**src/common/id_serial_powerdown_defs.svh**
```systemverilog
// Purpose: constants for the id / serial number / power-down command block
// Assumes: included by bare name; one core clock of 250 MHz
// Notes: opcodes, reset values and wake timing in one place
//
// Behaviour
// [RULE1] read-unique-id opcode returns eight fixed bytes, distinct per part, read only.
// [RULE2] dummy cycles before id and serial data follow the two latency code bits.
// [RULE3] unique id bytes leave lsb first; no wrap, data past byte eight undefined.
// [RULE4] host sends write-enable in its own frame before the serial write frame.
// [RULE5] serial write runs only with latch set; latch clears at frame end.
// [RULE6] serial write bytes are taken lsb first, msb last.
// [RULE7] exactly eight data bytes commit the serial write, otherwise it is dropped.
// [RULE8] serial bytes stored verbatim, no checksum computed by the device.
// [RULE9] serial number store resets to all zeros.
// [RULE10] host may lay out customer id, unique number and checksum as it likes.
// [RULE11] host bursts the serial read then stops clock and raises select.
// [RULE12] serial bytes leave lsb first; past byte eight data is undefined.
// [RULE13] opcode b9 enters deep power-down.
// [RULE14] opcode ba enters hibernate.
// [RULE15] opcode 66 arms reset, opcode 99 starts software reset.
// [RULE16] in deep power-down clock and data ignored, output released, select watched.
// [RULE17] select pulse or hard reset wakes after wake time, pins released meanwhile; code times the wake after a select pulse only, hard reset wakes at once.
// [RULE18] host may wake with a dummy command or select toggling alone.
// [RULE19] checksum and error registers are lost in deep power-down and read zero.
// [RULE20] write-enable latch reads cleared after deep power-down exit.
// [RULE21] falling select after hibernate starts wake that reloads all power-on defaults.
// [RULE22] any opcode other than 99 after 66 cancels the reset arm.
// [RULE23] opcodes decode in the active single, dual or quad protocol.
`ifndef ID_SERIAL_POWERDOWN_DEFS_SVH
`define ID_SERIAL_POWERDOWN_DEFS_SVH

`define OP_WRITE_ENABLE 8'h06
`define OP_READ_UNIQUE_ID 8'h4c
`define OP_SERIAL_WRITE 8'hc2
`define OP_SERIAL_READ 8'hc3
`define OP_DEEP_SLEEP 8'hb9
`define OP_HIBERNATE 8'hba
`define OP_RESET_ARM 8'h66
`define OP_RESET_GO 8'h99

`define SERIAL_RESET_VALUE 64'h0000000000000000
`define SERIAL_BYTES 4'h8
`define LATENCY_BASE 4'h0

`define CORE_CLK_MHZ 250
`define DEEP_SLEEP_WAKE_NS 10000
`define DEEP_SLEEP_PULSE_NS 100
`define HIBERNATE_WAKE_NS 450000
`define SOFT_RESET_NS 500
`define CEIL_CYCLES(ns) (((ns) * `CORE_CLK_MHZ + 999) / 1000)

`endif

```
**src/common/id_serial_powerdown_pkg.sv**
```systemverilog
// Purpose: types for the id / serial number / power-down command block
// Assumes: nothing
// Notes: constants live in the defs header
package id_serial_powerdown_pkg;
  typedef enum logic [1:0] {
    PROTO_SINGLE,
    PROTO_DUAL,
    PROTO_QUAD
  } io_proto_t;

  typedef enum logic [2:0] {
    PH_OPCODE,
    PH_DUMMY,
    PH_SEND,
    PH_TAKE,
    PH_IGNORE
  } frame_phase_t;

  typedef enum logic [2:0] {
    PWR_ACTIVE,
    PWR_DEEP_SLEEP,
    PWR_DEEP_WAKE,
    PWR_HIBERNATE,
    PWR_HIB_WAKE,
    PWR_SOFT_RESET
  } power_state_t;
endpackage

```
**src/lane_sync.sv**
```systemverilog
// Purpose: two-flop synchroniser for a group of pin levels
// Assumes: inputs asynchronous to i_core_clk
// Notes: first stage read only by the second stage
`timescale 1ns/100ps
`default_nettype none
module lane_sync #(
  parameter int WIDTH = 7
) (
  // clock and reset
  input wire logic i_core_clk,
  input wire logic i_rst_n,
  // levels
  input wire logic [WIDTH-1:0] i_async,
  output logic [WIDTH-1:0] o_sync
);
  logic [WIDTH-1:0] meta_q;
  logic [WIDTH-1:0] sync_q;

  // both stages reset to a fixed idle pattern
  always_ff @(posedge i_core_clk or negedge i_rst_n) begin
    if (!i_rst_n) begin
      meta_q <= {WIDTH{1'b1}};
      sync_q <= {WIDTH{1'b1}};
    end else begin
      meta_q <= i_async;
      sync_q <= meta_q;
    end
  end

  assign o_sync = sync_q;
endmodule
`default_nettype wire

```
**src/id_serial_powerdown_cmds.sv**
```systemverilog
// Purpose: serial command front end for unique id, user serial number and low-power entry
// Assumes: mode 0 sdr framing; host clock far slower than core clock
// Notes: pins are sampled by the core clock, edges found after synchronising
`include "id_serial_powerdown_defs.svh"
`timescale 1ns/100ps
`default_nettype none
module id_serial_powerdown_cmds #(
  parameter logic [63:0] UNIQUE_ID = 64'h0123456789abcdef, // arbitrary value
  parameter int DEEP_WAKE_CYCLES = `CEIL_CYCLES(`DEEP_SLEEP_WAKE_NS),
  parameter int HIB_WAKE_CYCLES = `CEIL_CYCLES(`HIBERNATE_WAKE_NS),
  parameter int SOFT_RESET_CYCLES = `CEIL_CYCLES(`SOFT_RESET_NS)
) (
  // clock and reset
  input wire logic i_core_clk,
  input wire logic i_rst_n,
  // serial pins from host
  input wire logic i_cs_n,
  input wire logic i_sck,
  input wire logic [3:0] i_io,
  // serial pins to host, enable low while driving
  output logic [3:0] o_io,
  output logic [3:0] o_io_oe_n,
  // configuration from neighbouring register logic
  input wire logic i_latency_code_bit0,
  input wire logic i_latency_code_bit1,
  input wire logic i_dual_io_protocol,
  input wire logic i_quad_io_protocol,
  input wire logic i_write_enable_latch,
  // state and effects toward neighbouring logic
  output logic o_write_enable_clear,
  output logic o_clear_ecc_crc,
  output logic o_reload_defaults,
  output logic o_soft_reset,
  output logic o_deep_sleep,
  output logic o_hibernate,
  output logic o_busy,
  output logic [63:0] o_user_serial_number
);
  localparam int PULSE_CYCLES = `CEIL_CYCLES(`DEEP_SLEEP_PULSE_NS);
  localparam int WAKE_MAX = (HIB_WAKE_CYCLES > DEEP_WAKE_CYCLES) ? HIB_WAKE_CYCLES : DEEP_WAKE_CYCLES;
  localparam int TW = $clog2(WAKE_MAX + 2);

  // synchronised pins
  logic [5:0] pins_s;
  logic cs_n_s, sck_s;
  logic [3:0] io_s;

  lane_sync #(.WIDTH(6)) u_sync (
    .i_core_clk(i_core_clk),
    .i_rst_n(i_rst_n),
    .i_async({i_cs_n, i_sck, i_io}),
    .o_sync(pins_s)
  );
  assign cs_n_s = pins_s[5];
  assign sck_s = pins_s[4];
  assign io_s = pins_s[3:0];

  // width in bits moved per clock for the active protocol
  function automatic logic [2:0] lane_bits(input id_serial_powerdown_pkg::io_proto_t p);
    case (p)
      id_serial_powerdown_pkg::PROTO_QUAD: lane_bits = 3'h4;
      id_serial_powerdown_pkg::PROTO_DUAL: lane_bits = 3'h2;
      default: lane_bits = 3'h1;
    endcase
  endfunction

  // state
  logic cs_n_q, sck_q;
  logic [7:0] sh_q, sh_d;
  logic [3:0] bitcnt_q, bitcnt_d;
  logic [7:0] op_q, op_d;
  logic [3:0] bytecnt_q, bytecnt_d;
  logic [3:0] dummy_q, dummy_d;
  logic [63:0] src_q, src_d;
  logic [63:0] sn_q, sn_d;
  logic [63:0] snbuf_q, snbuf_d;
  logic armed_q, armed_d;
  logic [3:0] out_q, out_d;
  logic [3:0] oe_n_q, oe_n_d;
  logic wel_clr_q, wel_clr_d, clr_q, clr_d, reload_q, reload_d, srst_q, srst_d;
  id_serial_powerdown_pkg::frame_phase_t ph_q, ph_d;
  id_serial_powerdown_pkg::power_state_t pwr_q, pwr_d;
  logic [TW-1:0] tmr_q, tmr_d;
  logic ds_q, ds_d, hib_q, hib_d, busy_q, busy_d;
  id_serial_powerdown_pkg::io_proto_t proto;
  logic cs_fall, cs_rise, sck_rise, sck_fall;
  logic [2:0] nb;
  logic [7:0] shifted;

  assign cs_fall = cs_n_q & ~cs_n_s;
  assign cs_rise = ~cs_n_q & cs_n_s;
  assign sck_rise = ~sck_q & sck_s;
  assign sck_fall = sck_q & ~sck_s;
  // opcode lanes follow the active protocol [RULE23]
  assign proto = i_quad_io_protocol ? id_serial_powerdown_pkg::PROTO_QUAD :
                 i_dual_io_protocol ? id_serial_powerdown_pkg::PROTO_DUAL :
                 id_serial_powerdown_pkg::PROTO_SINGLE;
  assign nb = lane_bits(proto);

  // opcode arrives msb first; data bytes lsb first, so data is reversed on load
  always_comb begin
    case (proto)
      id_serial_powerdown_pkg::PROTO_QUAD: shifted = {sh_q[3:0], io_s};
      id_serial_powerdown_pkg::PROTO_DUAL: shifted = {sh_q[5:0], io_s[1:0]};
      default: shifted = {sh_q[6:0], io_s[0]};
    endcase
  end

  // reverse bit order of a byte
  function automatic logic [7:0] rev8(input logic [7:0] b);
    for (int i = 0; i < 8; i++) begin
      rev8[i] = b[7-i];
    end
  endfunction

  // next-state for frame decode, power modes and data paths
  always_comb begin
    sh_d = sh_q;
    bitcnt_d = bitcnt_q;
    op_d = op_q;
    bytecnt_d = bytecnt_q;
    dummy_d = dummy_q;
    src_d = src_q;
    sn_d = sn_q;
    snbuf_d = snbuf_q;
    armed_d = armed_q;
    out_d = out_q;
    oe_n_d = oe_n_q;
    ph_d = ph_q;
    pwr_d = pwr_q;
    tmr_d = tmr_q;
    wel_clr_d = 1'b0;
    clr_d = 1'b0;
    reload_d = 1'b0;
    srst_d = 1'b0;
    case (pwr_q)
      id_serial_powerdown_pkg::PWR_ACTIVE: begin
        if (cs_n_s) begin
          oe_n_d = 4'hf;
        end
        if (cs_fall) begin
          ph_d = id_serial_powerdown_pkg::PH_OPCODE;
          bitcnt_d = 4'h0;
          bytecnt_d = 4'h0;
          sh_d = 8'h00;
        end else if (cs_rise) begin
          ph_d = id_serial_powerdown_pkg::PH_IGNORE;
          if (op_q == `OP_SERIAL_WRITE && ph_q != id_serial_powerdown_pkg::PH_OPCODE) begin
            if (i_write_enable_latch && bytecnt_q == `SERIAL_BYTES && bitcnt_q == 4'h0) begin // [RULE5] [RULE7]
              sn_d = snbuf_q; // stored verbatim, no checksum [RULE8]
            end
            wel_clr_d = 1'b1; // [RULE5]
          end
          if (op_q == `OP_DEEP_SLEEP && ph_q == id_serial_powerdown_pkg::PH_IGNORE) begin
            pwr_d = id_serial_powerdown_pkg::PWR_DEEP_SLEEP; // [RULE13] [RULE16]
            oe_n_d = 4'hf;
          end
          if (op_q == `OP_HIBERNATE && ph_q == id_serial_powerdown_pkg::PH_IGNORE) begin
            pwr_d = id_serial_powerdown_pkg::PWR_HIBERNATE; // [RULE14]
            oe_n_d = 4'hf;
          end
          op_d = 8'h00;
        end else if (!cs_n_s && sck_rise) begin
          case (ph_q)
            id_serial_powerdown_pkg::PH_OPCODE: begin
              sh_d = shifted;
              bitcnt_d = bitcnt_q + {1'b0, nb};
              if (bitcnt_q + {1'b0, nb} == 4'h8) begin
                op_d = shifted;
                bitcnt_d = 4'h0;
                ph_d = id_serial_powerdown_pkg::PH_IGNORE;
                dummy_d = `LATENCY_BASE + {2'b00, i_latency_code_bit1, i_latency_code_bit0}; // [RULE2]
                // every opcode but the reset arm itself clears the arm, reset go included [RULE22]
                armed_d = (shifted == `OP_RESET_ARM);
                case (shifted)
                  `OP_READ_UNIQUE_ID: begin
                    src_d = UNIQUE_ID; // [RULE1]
                    ph_d = id_serial_powerdown_pkg::PH_DUMMY;
                  end
                  `OP_SERIAL_READ: begin
                    src_d = sn_q;
                    ph_d = id_serial_powerdown_pkg::PH_DUMMY;
                  end
                  `OP_SERIAL_WRITE: ph_d = id_serial_powerdown_pkg::PH_TAKE;
                  `OP_RESET_GO: begin
                    if (armed_q) begin
                      srst_d = 1'b1; // [RULE15]
                      clr_d = 1'b1;
                      wel_clr_d = 1'b1;
                      pwr_d = id_serial_powerdown_pkg::PWR_SOFT_RESET;
                      tmr_d = TW'(SOFT_RESET_CYCLES);
                    end
                  end
                  default: ;
                endcase
              end
            end
            id_serial_powerdown_pkg::PH_TAKE: begin
              // lsb first into the serial buffer [RULE6]
              sh_d = shifted;
              bitcnt_d = bitcnt_q + {1'b0, nb};
              if (bitcnt_q + {1'b0, nb} == 4'h8) begin
                bitcnt_d = 4'h0;
                if (bytecnt_q < `SERIAL_BYTES) begin
                  snbuf_d = {rev8(shifted), snbuf_q[63:8]};
                end
                bytecnt_d = (bytecnt_q == 4'hf) ? 4'hf : bytecnt_q + 4'h1; // [RULE7]
              end
            end
            id_serial_powerdown_pkg::PH_DUMMY: begin
              if (dummy_q == 4'h0) begin
                ph_d = id_serial_powerdown_pkg::PH_SEND;
              end else begin
                dummy_d = dummy_q - 4'h1;
              end
            end
            default: ;
          endcase
        end else if (!cs_n_s && sck_fall && ph_q == id_serial_powerdown_pkg::PH_SEND) begin
          // first bit leaves on the fall after the last dummy rise [RULE2]
          // lsb first, no wrap: zeros shift in past byte eight [RULE3] [RULE12]
          ph_d = id_serial_powerdown_pkg::PH_SEND;
          case (proto)
            id_serial_powerdown_pkg::PROTO_QUAD: begin
              out_d = src_q[3:0];
              src_d = {4'h0, src_q[63:4]};
              oe_n_d = 4'h0;
            end
            id_serial_powerdown_pkg::PROTO_DUAL: begin
              out_d = {2'b00, src_q[1:0]};
              src_d = {2'b00, src_q[63:2]};
              oe_n_d = 4'hc;
            end
            default: begin
              out_d = {2'b00, src_q[0], 1'b0};
              src_d = {1'b0, src_q[63:1]};
              oe_n_d = 4'hd;
            end
          endcase
        end
      end
      id_serial_powerdown_pkg::PWR_DEEP_SLEEP: begin
        // clock and data ignored, only select is watched [RULE16]
        oe_n_d = 4'hf;
        if (!cs_n_s) begin
          tmr_d = (tmr_q == TW'(PULSE_CYCLES)) ? tmr_q : tmr_q + TW'(1);
        end else if (tmr_q >= TW'(PULSE_CYCLES)) begin
          pwr_d = id_serial_powerdown_pkg::PWR_DEEP_WAKE; // [RULE17] [RULE18]
          tmr_d = TW'(DEEP_WAKE_CYCLES);
        end else begin
          tmr_d = '0;
        end
      end
      id_serial_powerdown_pkg::PWR_DEEP_WAKE: begin
        oe_n_d = 4'hf; // pins released during wake [RULE17]
        tmr_d = tmr_q - TW'(1);
        if (tmr_q == TW'(1)) begin
          pwr_d = id_serial_powerdown_pkg::PWR_ACTIVE;
          clr_d = 1'b1; // [RULE19]
          wel_clr_d = 1'b1; // [RULE20]
          ph_d = id_serial_powerdown_pkg::PH_IGNORE;
        end
      end
      id_serial_powerdown_pkg::PWR_HIBERNATE: begin
        oe_n_d = 4'hf;
        if (cs_fall) begin
          pwr_d = id_serial_powerdown_pkg::PWR_HIB_WAKE; // [RULE21]
          tmr_d = TW'(HIB_WAKE_CYCLES);
        end
      end
      id_serial_powerdown_pkg::PWR_HIB_WAKE: begin
        oe_n_d = 4'hf;
        tmr_d = tmr_q - TW'(1);
        if (tmr_q == TW'(1)) begin
          pwr_d = id_serial_powerdown_pkg::PWR_ACTIVE;
          reload_d = 1'b1; // all registers back to power-on values [RULE21]
          clr_d = 1'b1;
          wel_clr_d = 1'b1;
          sn_d = `SERIAL_RESET_VALUE;
          armed_d = 1'b0;
          ph_d = id_serial_powerdown_pkg::PH_IGNORE;
        end
      end
      id_serial_powerdown_pkg::PWR_SOFT_RESET: begin
        oe_n_d = 4'hf;
        tmr_d = tmr_q - TW'(1);
        if (tmr_q <= TW'(1)) begin
          pwr_d = id_serial_powerdown_pkg::PWR_ACTIVE;
          armed_d = 1'b0;
          ph_d = id_serial_powerdown_pkg::PH_IGNORE;
        end
      end
      default: pwr_d = id_serial_powerdown_pkg::PWR_ACTIVE;
    endcase
    // mode flags taken from the next state so the outputs come from flops
    ds_d = (pwr_d == id_serial_powerdown_pkg::PWR_DEEP_SLEEP);
    hib_d = (pwr_d == id_serial_powerdown_pkg::PWR_HIBERNATE);
    busy_d = (pwr_d != id_serial_powerdown_pkg::PWR_ACTIVE);
  end

  // register everything; serial store resets to zero [RULE9]
  always_ff @(posedge i_core_clk or negedge i_rst_n) begin
    if (!i_rst_n) begin
      cs_n_q <= 1'b1;
      sck_q <= 1'b0;
      sh_q <= 8'h00;
      bitcnt_q <= 4'h0;
      op_q <= 8'h00;
      bytecnt_q <= 4'h0;
      dummy_q <= 4'h0;
      src_q <= 64'h0000000000000000;
      sn_q <= `SERIAL_RESET_VALUE;
      snbuf_q <= 64'h0000000000000000;
      armed_q <= 1'b0;
      out_q <= 4'h0;
      oe_n_q <= 4'hf;
      wel_clr_q <= 1'b0;
      clr_q <= 1'b0;
      reload_q <= 1'b0;
      srst_q <= 1'b0;
      ph_q <= id_serial_powerdown_pkg::PH_IGNORE;
      pwr_q <= id_serial_powerdown_pkg::PWR_ACTIVE;
      tmr_q <= '0;
      ds_q <= 1'b0;
      hib_q <= 1'b0;
      busy_q <= 1'b0;
    end else begin
      cs_n_q <= cs_n_s;
      sck_q <= sck_s;
      sh_q <= sh_d;
      bitcnt_q <= bitcnt_d;
      op_q <= op_d;
      bytecnt_q <= bytecnt_d;
      dummy_q <= dummy_d;
      src_q <= src_d;
      sn_q <= sn_d;
      snbuf_q <= snbuf_d;
      armed_q <= armed_d;
      out_q <= out_d;
      oe_n_q <= oe_n_d;
      wel_clr_q <= wel_clr_d;
      clr_q <= clr_d;
      reload_q <= reload_d;
      srst_q <= srst_d;
      ph_q <= ph_d;
      pwr_q <= pwr_d;
      tmr_q <= tmr_d;
      ds_q <= ds_d;
      hib_q <= hib_d;
      busy_q <= busy_d;
    end
  end

  // outputs straight from flops; mode flags are registered decodes of the next state
  assign o_io = out_q;
  assign o_io_oe_n = oe_n_q;
  assign o_write_enable_clear = wel_clr_q;
  assign o_clear_ecc_crc = clr_q;
  assign o_reload_defaults = reload_q;
  assign o_soft_reset = srst_q;
  assign o_deep_sleep = ds_q;
  assign o_hibernate = hib_q;
  assign o_busy = busy_q;
  assign o_user_serial_number = sn_q;
endmodule
`default_nettype wire

```
**config.mk**
```make
export PLATFORM = sky130hd
export DESIGN_NAME = id_serial_powerdown_cmds
export DESIGN_NICKNAME = d
export VERILOG_FILES = /design/src/common/id_serial_powerdown_pkg.sv /design/src/lane_sync.sv /design/src/id_serial_powerdown_cmds.sv
export VERILOG_INCLUDE_DIRS = /design/src /design/src/common
export SDC_FILE = /design/constraint.sdc
export NUM_CORES = 1
export LEC_CHECK = 0
export BUFFER_PORTS_ARGS = -buffer_cell sky130_fd_sc_hd__buf_2
export CORE_MARGIN = 4
export CORE_UTILIZATION = 63
export DETAILED_ROUTE_END_ITERATION = 10
export PLACE_DENSITY = 0.82
export SLEW_MARGIN = 30
export SYNTH_ARGS = -nofsm -noshare
export SYNTH_HDL_FRONTEND = slang
export SYNTH_HIERARCHICAL = 1
export SYNTH_SLANG_ARGS = --single-unit
```
**constraint.sdc**
```tcl
create_clock -name i_core_clk -period 4.6 [get_ports i_core_clk]
set_input_delay 0.69 -clock i_core_clk [delete_from_list [all_inputs] [get_ports i_core_clk]]
set_output_delay 0.69 -clock i_core_clk [all_outputs]
set_load 0.01 [all_outputs]
```
==> summary.md, run 1 <==
| Metric | Value |
|---|---|
| Outcome | `complete, no violations` |
| Hpwl dp | `between 20 and 25 mm` |
| Syn Nets | `about 1500` |
| CP max FO | `about 70` |
| FF+latch area | `6829 sq um` |
| First-pass GRT wire length | `59.15 mm` |
| Period utilization | `between 70% and 80%` |
| Reg-to-Reg Start | `u_sync/o_sync[5]` |
| Sw frac | `approximately 23%` |
| Number of buffers created by CTS | `29` |
| Final Slew Violations | `0` |
| Area Growth Syn to Fin | `11.16%` |
| Worst-Skew Late Latency | `560 ps` |
| Io pins | `92` |
| Most used cell, CP | `buf_4` |
| DRC | `0` |
| Worst min path class | `input port to asynchronous set/reset pin` |
| Slew @ Worst Pin | `959.0 ps` |
| Asr flop ratio synth | `100.0%` |
| Post-CTS sizing | `0` |
| Die ar. | `between 20000 and 25000 sq um` |
| CTS Hold Bufs | `0` |
| Routability-driven placement congestion ratio | `0.9139` |
| DRT Pass-1 Iters | `6` |
| Syn Area/Cell | `slightly below 10 sq um` |
| Post-CTS setup repair buffer count | `0` |
| Core area | `around 22000 sq um` |
| Post-synth EDFFs | `0` |
| Critical Path, Cell by Cell | `buf_4 > buf_4 > o21ai_0 > or4b_1 > nor4_2 > o21ai_2 > buf_4 > nand2_1 > buf_4 > a31oi_1` |
| Slowest cell delay on critical path | `between 600 and 700 ps` |
| Post-Place Cells | `1743` |
| Cell Area, Synth | `14010 sq um` |
| TritonCTS clock tree | `done` |
| Clk buf depth | `3` |
| Nets | `1521` |
| Peak Freq | `~290 MHz` |
| Via/cell ratio | `6.461` |
| P_sw | `between 1 and 1.5 mW` |
| Worst-path clk slew | `60 ps` |
| CP Data Arrival Time | `approximately 3900 ps` |
| FF-to-FF End | `src_q[29]` |
| Clock tree sinks | `272` |
| Post-Syn Instances | `between 1000 and 1500` |
| DR vias | `about 12000` |
| Cell with the largest stage delay on the worst path | `or4b_1` |
| Ant diodes | `0` |
| RSZ-0062 raised after global routing | `false` |
| Combinational Power Share | `3.3%` |
| Wire per inst | `approximately 20 um` |
| Internal Power | `3.702 mW` |
| Final Hold Fails | `0` |
| P per Cell Area | `309.0 nW/um^2` |
| Worst Skew | `roughly 13 ps` |
| Hold_ws | `between 100 and 150 ps` |
| Sequential share of power | `50.1%` |
| Worst ir drop on vdd | `approximately 0.39 mV` |
| Initial DRC count | `roughly 1200` |
| Setup violators final | `0` |
| Initial antenna violation count | `0` |
| Setup crit start kind | `input port` |
| Port bufs | `91` |
| Commonest cells after routing, fill and taps aside | `254 x dfrtp_1, 228 x nand2_1, 162 x o21ai_0, 137 x mux2_2, 88 x buf_2` |
| Largest net degree at the start of global routing | `a little over 100` |
| Post-route insts no fill | `around 1800` |
| Detail Route Antenna Nets | `0` |
| Htree depth | `1` |
| Kind of critical path | `input port to register` |
| Clock Power Share | `46.6%` |
| Most used DFF post-synth | `dfrtp_1` |
| R2r setup slk | `between 1000 and 1500 ps` |
| Final min period | `between 3000 and 4000 ps` |
| Ys Warns | `6` |
| Die Width | `roughly 160 um` |
| Row count | `54` |
| GRT overflow | `0` |
| Multi-input logic area | `around 6600 sq um` |
| Cell count along the critical path | `10` |
| R2R depth | `8` |
| Die height | `between 150 and 200 um` |
| Synth unique cells | `73` |
| CP delay by family, top | `buffers and inverters` |
| Starting density of the core | `between 60% and 70%` |
| CP required | `approximately 5000 ps` |
| Final Cell Area | `15580 sq um` |
| Bufs and invs on worst path | `4` |
| Max-capacitance violation count | `0` |
| Clock root buffer | `clkbuf_16` |
| Share of cells above drive strength 1 | `a little under a quarter` |
| Placed Area | `roughly 15000 sq um` |
| Synth Register Bits | `roughly 270` |
| Relative slew slack | `36.07%` |
| Most common cell after layout, fill and taps aside | `dfrtp_1` |
| Total wire length | `~36 mm` |
| Critical Path Sink Type | `register` |
| Total global-route track usage | `between 20 and 30%` |
| Leakage power | `~7.0 nW` |
| Register area share after synthesis | `48.74%` |
| Vias in the first global route | `about 11000` |
| Filler instances | `1587` |
| Setup TNS | `0 ps` |
## layout make-up
cell class / instances / share of cell area, %
tap: 280 / 2.249
sequential: 272 / 43.84
timing repair buffer: 119 / 4.739
clock buffer: 36 / 4.956
clock inverter: 18 / 0.9077
inverter: 26 / 0.6266
multi-input combinational: 1047 / 42.68
## cells in the mapped netlist, drive strengths merged, types with 2 or more instances
library cell / n / share of area, %
clkbuf: 91 / 2.4
ha: 12 / 1.1
o21ai: 172 / 6.4
dfrtp: 254 / 45
nand4: 10 / 0.45
a21o: 2 / 0.11
nor4bb: 2 / 0.14
a22o: 3 / 0.19
o211a: 2 / 0.14
xnor2: 9 / 0.56
xor2: 6 / 0.38
or3: 5 / 0.22
nor3b: 4 / 0.21
nand2: 228 / 6.1
o211ai: 5 / 0.27
a31oi: 7 / 0.31
nand4bb: 2 / 0.16
and3: 8 / 0.36
o21a: 7 / 0.38
or4: 3 / 0.16
mux2i: 38 / 2.9
nor2b: 9 / 0.40
and2: 4 / 0.18
a41oi: 2 / 0.13
a21oi: 67 / 2.4
nand2b: 8 / 0.36
nand3b: 3 / 0.16
nand3: 50 / 1.8
inv: 25 / 0.67
o22ai: 36 / 1.6
dfstp: 18 / 3.4
buf: 20 / 0.88
mux2: 138 / 11
a211o: 3 / 0.19
a221oi: 2 / 0.13
a211oi: 5 / 0.27
nor3: 59 / 2.1
a22oi: 29 / 1.6
or2: 4 / 0.18
nor2: 63 / 1.7
nor4: 7 / 0.40
o31ai: 9 / 0.48
nor4b: 3 / 0.19
## flip-flops by register name, summed over array words and instances (netlist names), 3 cells and up
signal / cells
o_user_serial_number: 64
pwr_q: 3
dummy_q: 4
src_q: 64
o_io_oe_n: 4
o_io: 4
u_sync/o_sync: 6
bitcnt_q: 4
u_sync/meta_q: 6
op_q: 8
snbuf_q: 64
tmr_q: 17
ph_q: 3
bytecnt_q: 4
sh_q: 7
## power groups by stage
stage | sequential, mW | combinational (mW) | clock [mW]
floorplan | 2.45 | 0.0817 | 0
global placement | 2.45 | 0.155 | 0
detailed placement | 2.45 | 0.159 | 0
CTS | 2.41 | 0.160 | 2.26
global route | 2.41 | 0.176 | 2.37
finish | 2.41 | 0.158 | 2.24
## kinds of logic (layout without fill, tap and decap cells)
family | Yosys count | count (layout) | synth area share [%]
mux | 176 | 176 | 13.97
xor+xnor | 15 | 15 | 0.9376
compound gates | 367 | 367 | 15.57
simple gates | 476 | 476 | 15.55
buf+inv | 137 | 199 | 4.009
fa+ha+maj | 13 | 13 | 1.214
flops | 272 | 272 | 48.74
## through the flow
| stage | total power [mW] | utilization [%] | setup WS, ps |
|---|---|---|---|
| 2_1_floorplan | 2.532 | - | 191.4 |
| 4_1_cts | 4.833 | 71.25 | 1268 |
| 3_5_place_dp | 2.613 | 67.06 | 674.4 |
| 5_1_grt | 4.957 | 71.37 | 1027 |
| 3_3_place_gp | 2.609 | 67.06 | 837.3 |
| 6_report | 4.814 | 71.37 | 1149 |
## worst register-to-register path, cell delays in order, from the launching register on
cell,delay [ps]
dfstp_2,760
clkinv_1,370
and3_1,500
nand4_1,240
nor2_1,110
o21a_1,190
nor2_2,490
buf_4,400
o21ai_0,170
## how the worst max path moves through the flow
stage                            start          end
floorplan           i_dual_io_protocol  snbuf_q[10]
global placement    i_quad_io_protocol    src_q[62]
detailed placement  i_quad_io_protocol    src_q[62]
CTS                 i_quad_io_protocol    src_q[62]
global route        i_quad_io_protocol     src_q[0]
finish              i_quad_io_protocol    src_q[62]
## layer usage
metal	global-route usage, %	vias to the layer above	wire [um]
li1	-	5276	-
met1	43.19	5726	15370
met2	45.58	527	16680
met3	4.729	87	2932
met4	9.545	0	1081
met5	0	-	0
Power figures use the tool's default switching activity.
==> run 2, diff against run 1 <==
ABC_AREA = 1   (was default)
CORE_UTILIZATION = 55   (was 63)
PLACE_DENSITY = 0.76   (was 0.82)
clock period = 3.06 ns   (was 4.6 ns; I/O delays follow)
==> run 2 against run 1 <==
Routed wire length grew 12%. Sequential share of layout area shrank 1.8 points. Clock skew grew 3.0 ps. Non-clock buffer count grew 21. Largest power group unchanged.
==> summary.md, run 2 <==
| Metric | Value |
|---|---|
| Port bufs | `91 (unchanged)` |
| Critical Path, Cell by Cell | `inv_1 > nor2_1 > nand2_4 > inv_2 > a21oi_2 > nand3_4 > buf_4 > o21ai_0` |
| Largest cells by area after synthesis | `dfrtp_1 44%, nand2_1 15%, o21ai_0 6.9%` |
| Worst ir drop on vdd | `0.5528 mV (+43%)` |
| Clock root buffer | `clkbuf_16` |
| FF-to-FF End | `src_q[48]` |
| Hold_ws | `229.5 ps (+123.6 ps)` |
| Most used DFF post-synth | `dfrtp_1` |
| DRC | `0 (unchanged)` |
| Worst Skew | `15.58 ps (+3.012 ps)` |
| Hold_sp | `i_latency_code_bit1` |
| Via/cell ratio | `5.864 (-9.2%)` |
| Area leader, netlist | `dfrtp_1` |
| Worst-Skew Late Latency | `550 ps (about the same)` |
| Syn Nets | `1876 (+27%)` |
| Most common cell after layout, fill and taps aside | `nand2_1` |
| Asr flop ratio synth | `100.0% (unchanged)` |
| Synth unique cells | `48 (-34%)` |
| Hpwl dp | `27.93 mm (+19%)` |
| Die height | `169.7 um (+8.0%)` |
| Area share of the largest cell type after synthesis | `44.19% (-1.2 points)` |
| Routability-driven placement congestion ratio | `0.9399 (+2.8%)` |
| Met1 Usage GRT | `42.96% (-0.24 points)` |
| P_sw | `4.129 mW (+270%)` |
| Total wire length | `40.24 mm (+12%)` |
| Clk buf depth | `3 (unchanged)` |
| Min-Delay Endpoint | `dummy_q[1]` |
| Wire per inst | `17.77 um (-11%)` |
| Total global-route track usage | `28.14% (-1.3 points)` |
| Htree depth | `1 (unchanged)` |
| Final Slew Violations | `0 (unchanged)` |
| CP Data Arrival Time | `3030 ps (-820 ps)` |
| GRT overflow | `0 (unchanged)` |
| Starting density of the core | `56.46% (-7.7 points)` |
| Setup TNS | `0 ps (unchanged)` |
| DR vias | `13280 (+14%)` |
| CTS Hold Bufs | `7 (+7)` |
| Detail Route Antenna Nets | `0 (unchanged)` |
| Most frequent cell after synthesis | `nand2_1` |
| Register area share after synthesis | `47.48% (-1.3 points)` |
| Sw frac | `36.04% (+13 points)` |
| Cell Area, Synth | `14380 sq um (+2.6%)` |
| Reg-to-Reg Start | `u_sync/o_sync[4]` |
| Sequential share of power | `42.2% (-7.9 points)` |
| Slowest cell delay on critical path | `600 ps (-20 ps)` |
| Leakage power | `7.880 nW (+13%)` |
| First-pass GRT wire length | `66.38 mm (+12%)` |
| Post-CTS sizing | `0 (unchanged)` |
| Internal Power | `7.327 mW (+98%)` |
| R2R depth | `8 (unchanged)` |
| Met2 Use GR | `41.91% (-3.7 points)` |
| Combinational Power Share | `28.3% (+25 points)` |
| Io pins | `92 (unchanged)` |
| Largest net degree at the start of global routing | `93 (-9.7%)` |
| Setup crit start kind | `register` |
| Row count | `58 (+7.4%)` |
| Met3 Use GR | `4.286% (-0.44 points)` |
| Cell with the largest stage delay on the worst path | `inv_2` |
| Post-CTS setup repair buffer count | `0 (unchanged)` |
| Area Growth Syn to Fin | `12.97%` |
| Synth Register Bits | `272 (unchanged)` |
| Period utilization | `~85%` |
| TritonCTS clock tree | `done` |
| Most frequent cells after synthesis | `559 x nand2_1, 254 x dfrtp_1, 197 x o21ai_0` |
| Number of buffers created by CTS | `29 (unchanged)` |
| CP required | `3470 ps (-1530 ps)` |
| Top Usage Layer GRT | `met1` |
| Vias in the first global route | `12440 (+9.9%)` |
| Peak Freq | `between 300 and 400 MHz` |
| Die ar. | `28800 sq um (+17%)` |
| Share of cells above drive strength 1 | `14.02% (-9.0 points)` |
| Initial DRC count | `1626 (+38%)` |
| Setup violators final | `0 (unchanged)` |
| Final min period | `2614 ps` |
| Core area | `25470 sq um (+17%)` |
| Relative slew slack | `51.44% (+15 points)` |
| R2r setup slk | `450 ps (-810 ps)` |
| Post-synth EDFFs | `0 (unchanged)` |
| Worst-path clk slew | `60 ps (about the same)` |
| Outcome | `complete, no violations` |
| Ys Warns | `6 (unchanged)` |
| Hold path depth | `5` |
| Post-Syn Instances | `1850 (+27%)` |
| RSZ-0062 raised after global routing | `false` |
| P per Cell Area | `705.0 nW/um^2 (+130%)` |
| Slew @ Worst Pin | `727.3 ps (-231.7 ps)` |
| DRT Pass-1 Iters | `6 (unchanged)` |
| Clock tree sinks | `272 (unchanged)` |
| Nets | `1937 (+27%)` |
| Syn Area/Cell | `7.774 sq um (-19%)` |
| Max-capacitance violation count | `0 (unchanged)` |
| Worst min path class | `input port to register` |
| Initial antenna violation count | `1 (+1)` |
| Critical Path Sink Type | `register` |
| Clock Power Share | `29.5% (-17 points)` |
| Commonest cells after routing, fill and taps aside | `556 x nand2_1, 254 x dfrtp_1, 197 x o21ai_0, 141 x nor2_1, 141 x nand3_1` |
| Die Width | `169.7 um (+8.0%)` |
| Kind of critical path | `register to register` |
| CP max FO | `36 (-47%)` |
| Final Hold Fails | `0 (unchanged)` |
## run 2: cell count changes after synthesis, sizes merged, moves of 12 or more
| cell | change |
|---|---|
| mux2i | -35 |
| nand3 | +97 |
| buf | +23 |
| clkbuf | -24 |
| o31ai | +39 |
| nor3 | -42 |
| inv | +111 |
| nand2 | +335 |
| a21oi | -13 |
| o211ai | +12 |
| mux2 | -130 |
| o21ai | +39 |
| nor2 | +88 |
| o22ai | -15 |
## run 2: area by class of cell
| type | count | area (sq um) |
|---|---|---|
| multi-input cells | 1330 | 6575 |
| well taps | 330 | 412.9 |
| flip-flops and latches | 272 | 6829 |
| fillers | 2234 | 9224 |
| clock inverters | 13 | 96.34 |
| inverters | 138 | 519.2 |
| repair buffers | 140 | 996.0 |
| diodes | 1 | 2.502 |
| clock buffers | 40 | 817.0 |
## run 2: power groups by stage
stage / registers, mW / logic (mW) / clock network, mW
after floorplan: 4.64 / 2.60 / 0
after global placement: 4.85 / 3.10 / 0
after detailed placement: 4.86 / 3.20 / 0
after CTS: 4.81 / 3.22 / 3.43
after global routing: 4.91 / 3.72 / 3.60
final: 4.83 / 3.24 / 3.38
## run 2: worst max path at each step
stage                     slack [ps]                from     endpoint
final                            450    u_sync/o_sync[4]    src_q[48]
after global routing             220    u_sync/o_sync[4]    tmr_q[11]
after CTS                        450    u_sync/o_sync[4]    src_q[48]
after detailed placement         130  i_dual_io_protocol  snbuf_q[62]
after global placement           160  i_dual_io_protocol  snbuf_q[62]
after floorplan                    3  i_dual_io_protocol   snbuf_q[6]
## run 2: critical path: cells and delay by family (launching register included)
family	cells	cell delay (ps)
AO/OA/AOI/OAI	2	360
buffers and inverters	3	1010
flip-flops	1	560
AND/OR/NAND/NOR	3	540
## run 2: logic make-up after synthesis
family,Yosys count,share of synthesized area (%)
AND/OR/NAND/NOR,905,26.30
AO/OA/AOI/OAI,397,16.78
flip-flops,272,47.48
buffers and inverters,248,7.177
adder cells (fa/ha/maj),13,1.183
multiplexers,11,0.8351
XOR/XNOR,4,0.2436
## run 2: through the flow
stage	setup WS, ps	cells	total power [mW]	utilization (%)	instance area (sq um)
5_1_grt	218.6	2263	12.23	63.78	16250
4_1_cts	453.9	2262	11.46	63.67	16220
6_report	446.2	2264	11.46	63.79	16250
2_1_floorplan	2.535	1850	7.247	-	14420
3_5_place_dp	126.2	2202	8.061	59.81	15230
3_3_place_gp	164.6	2202	7.956	59.81	15230
## run 2: per-layer routing
metal | share of wire (%) | vias to the layer above | wire length [um]
met2 | 44 | 588 | 17670
met1 | 45 | 6318 | 18130
met4 | 2.5 | 2 | 1001
met5 | 0.032 | - | 13
met3 | 8.5 | 82 | 3427
li1 | - | 6287 | -
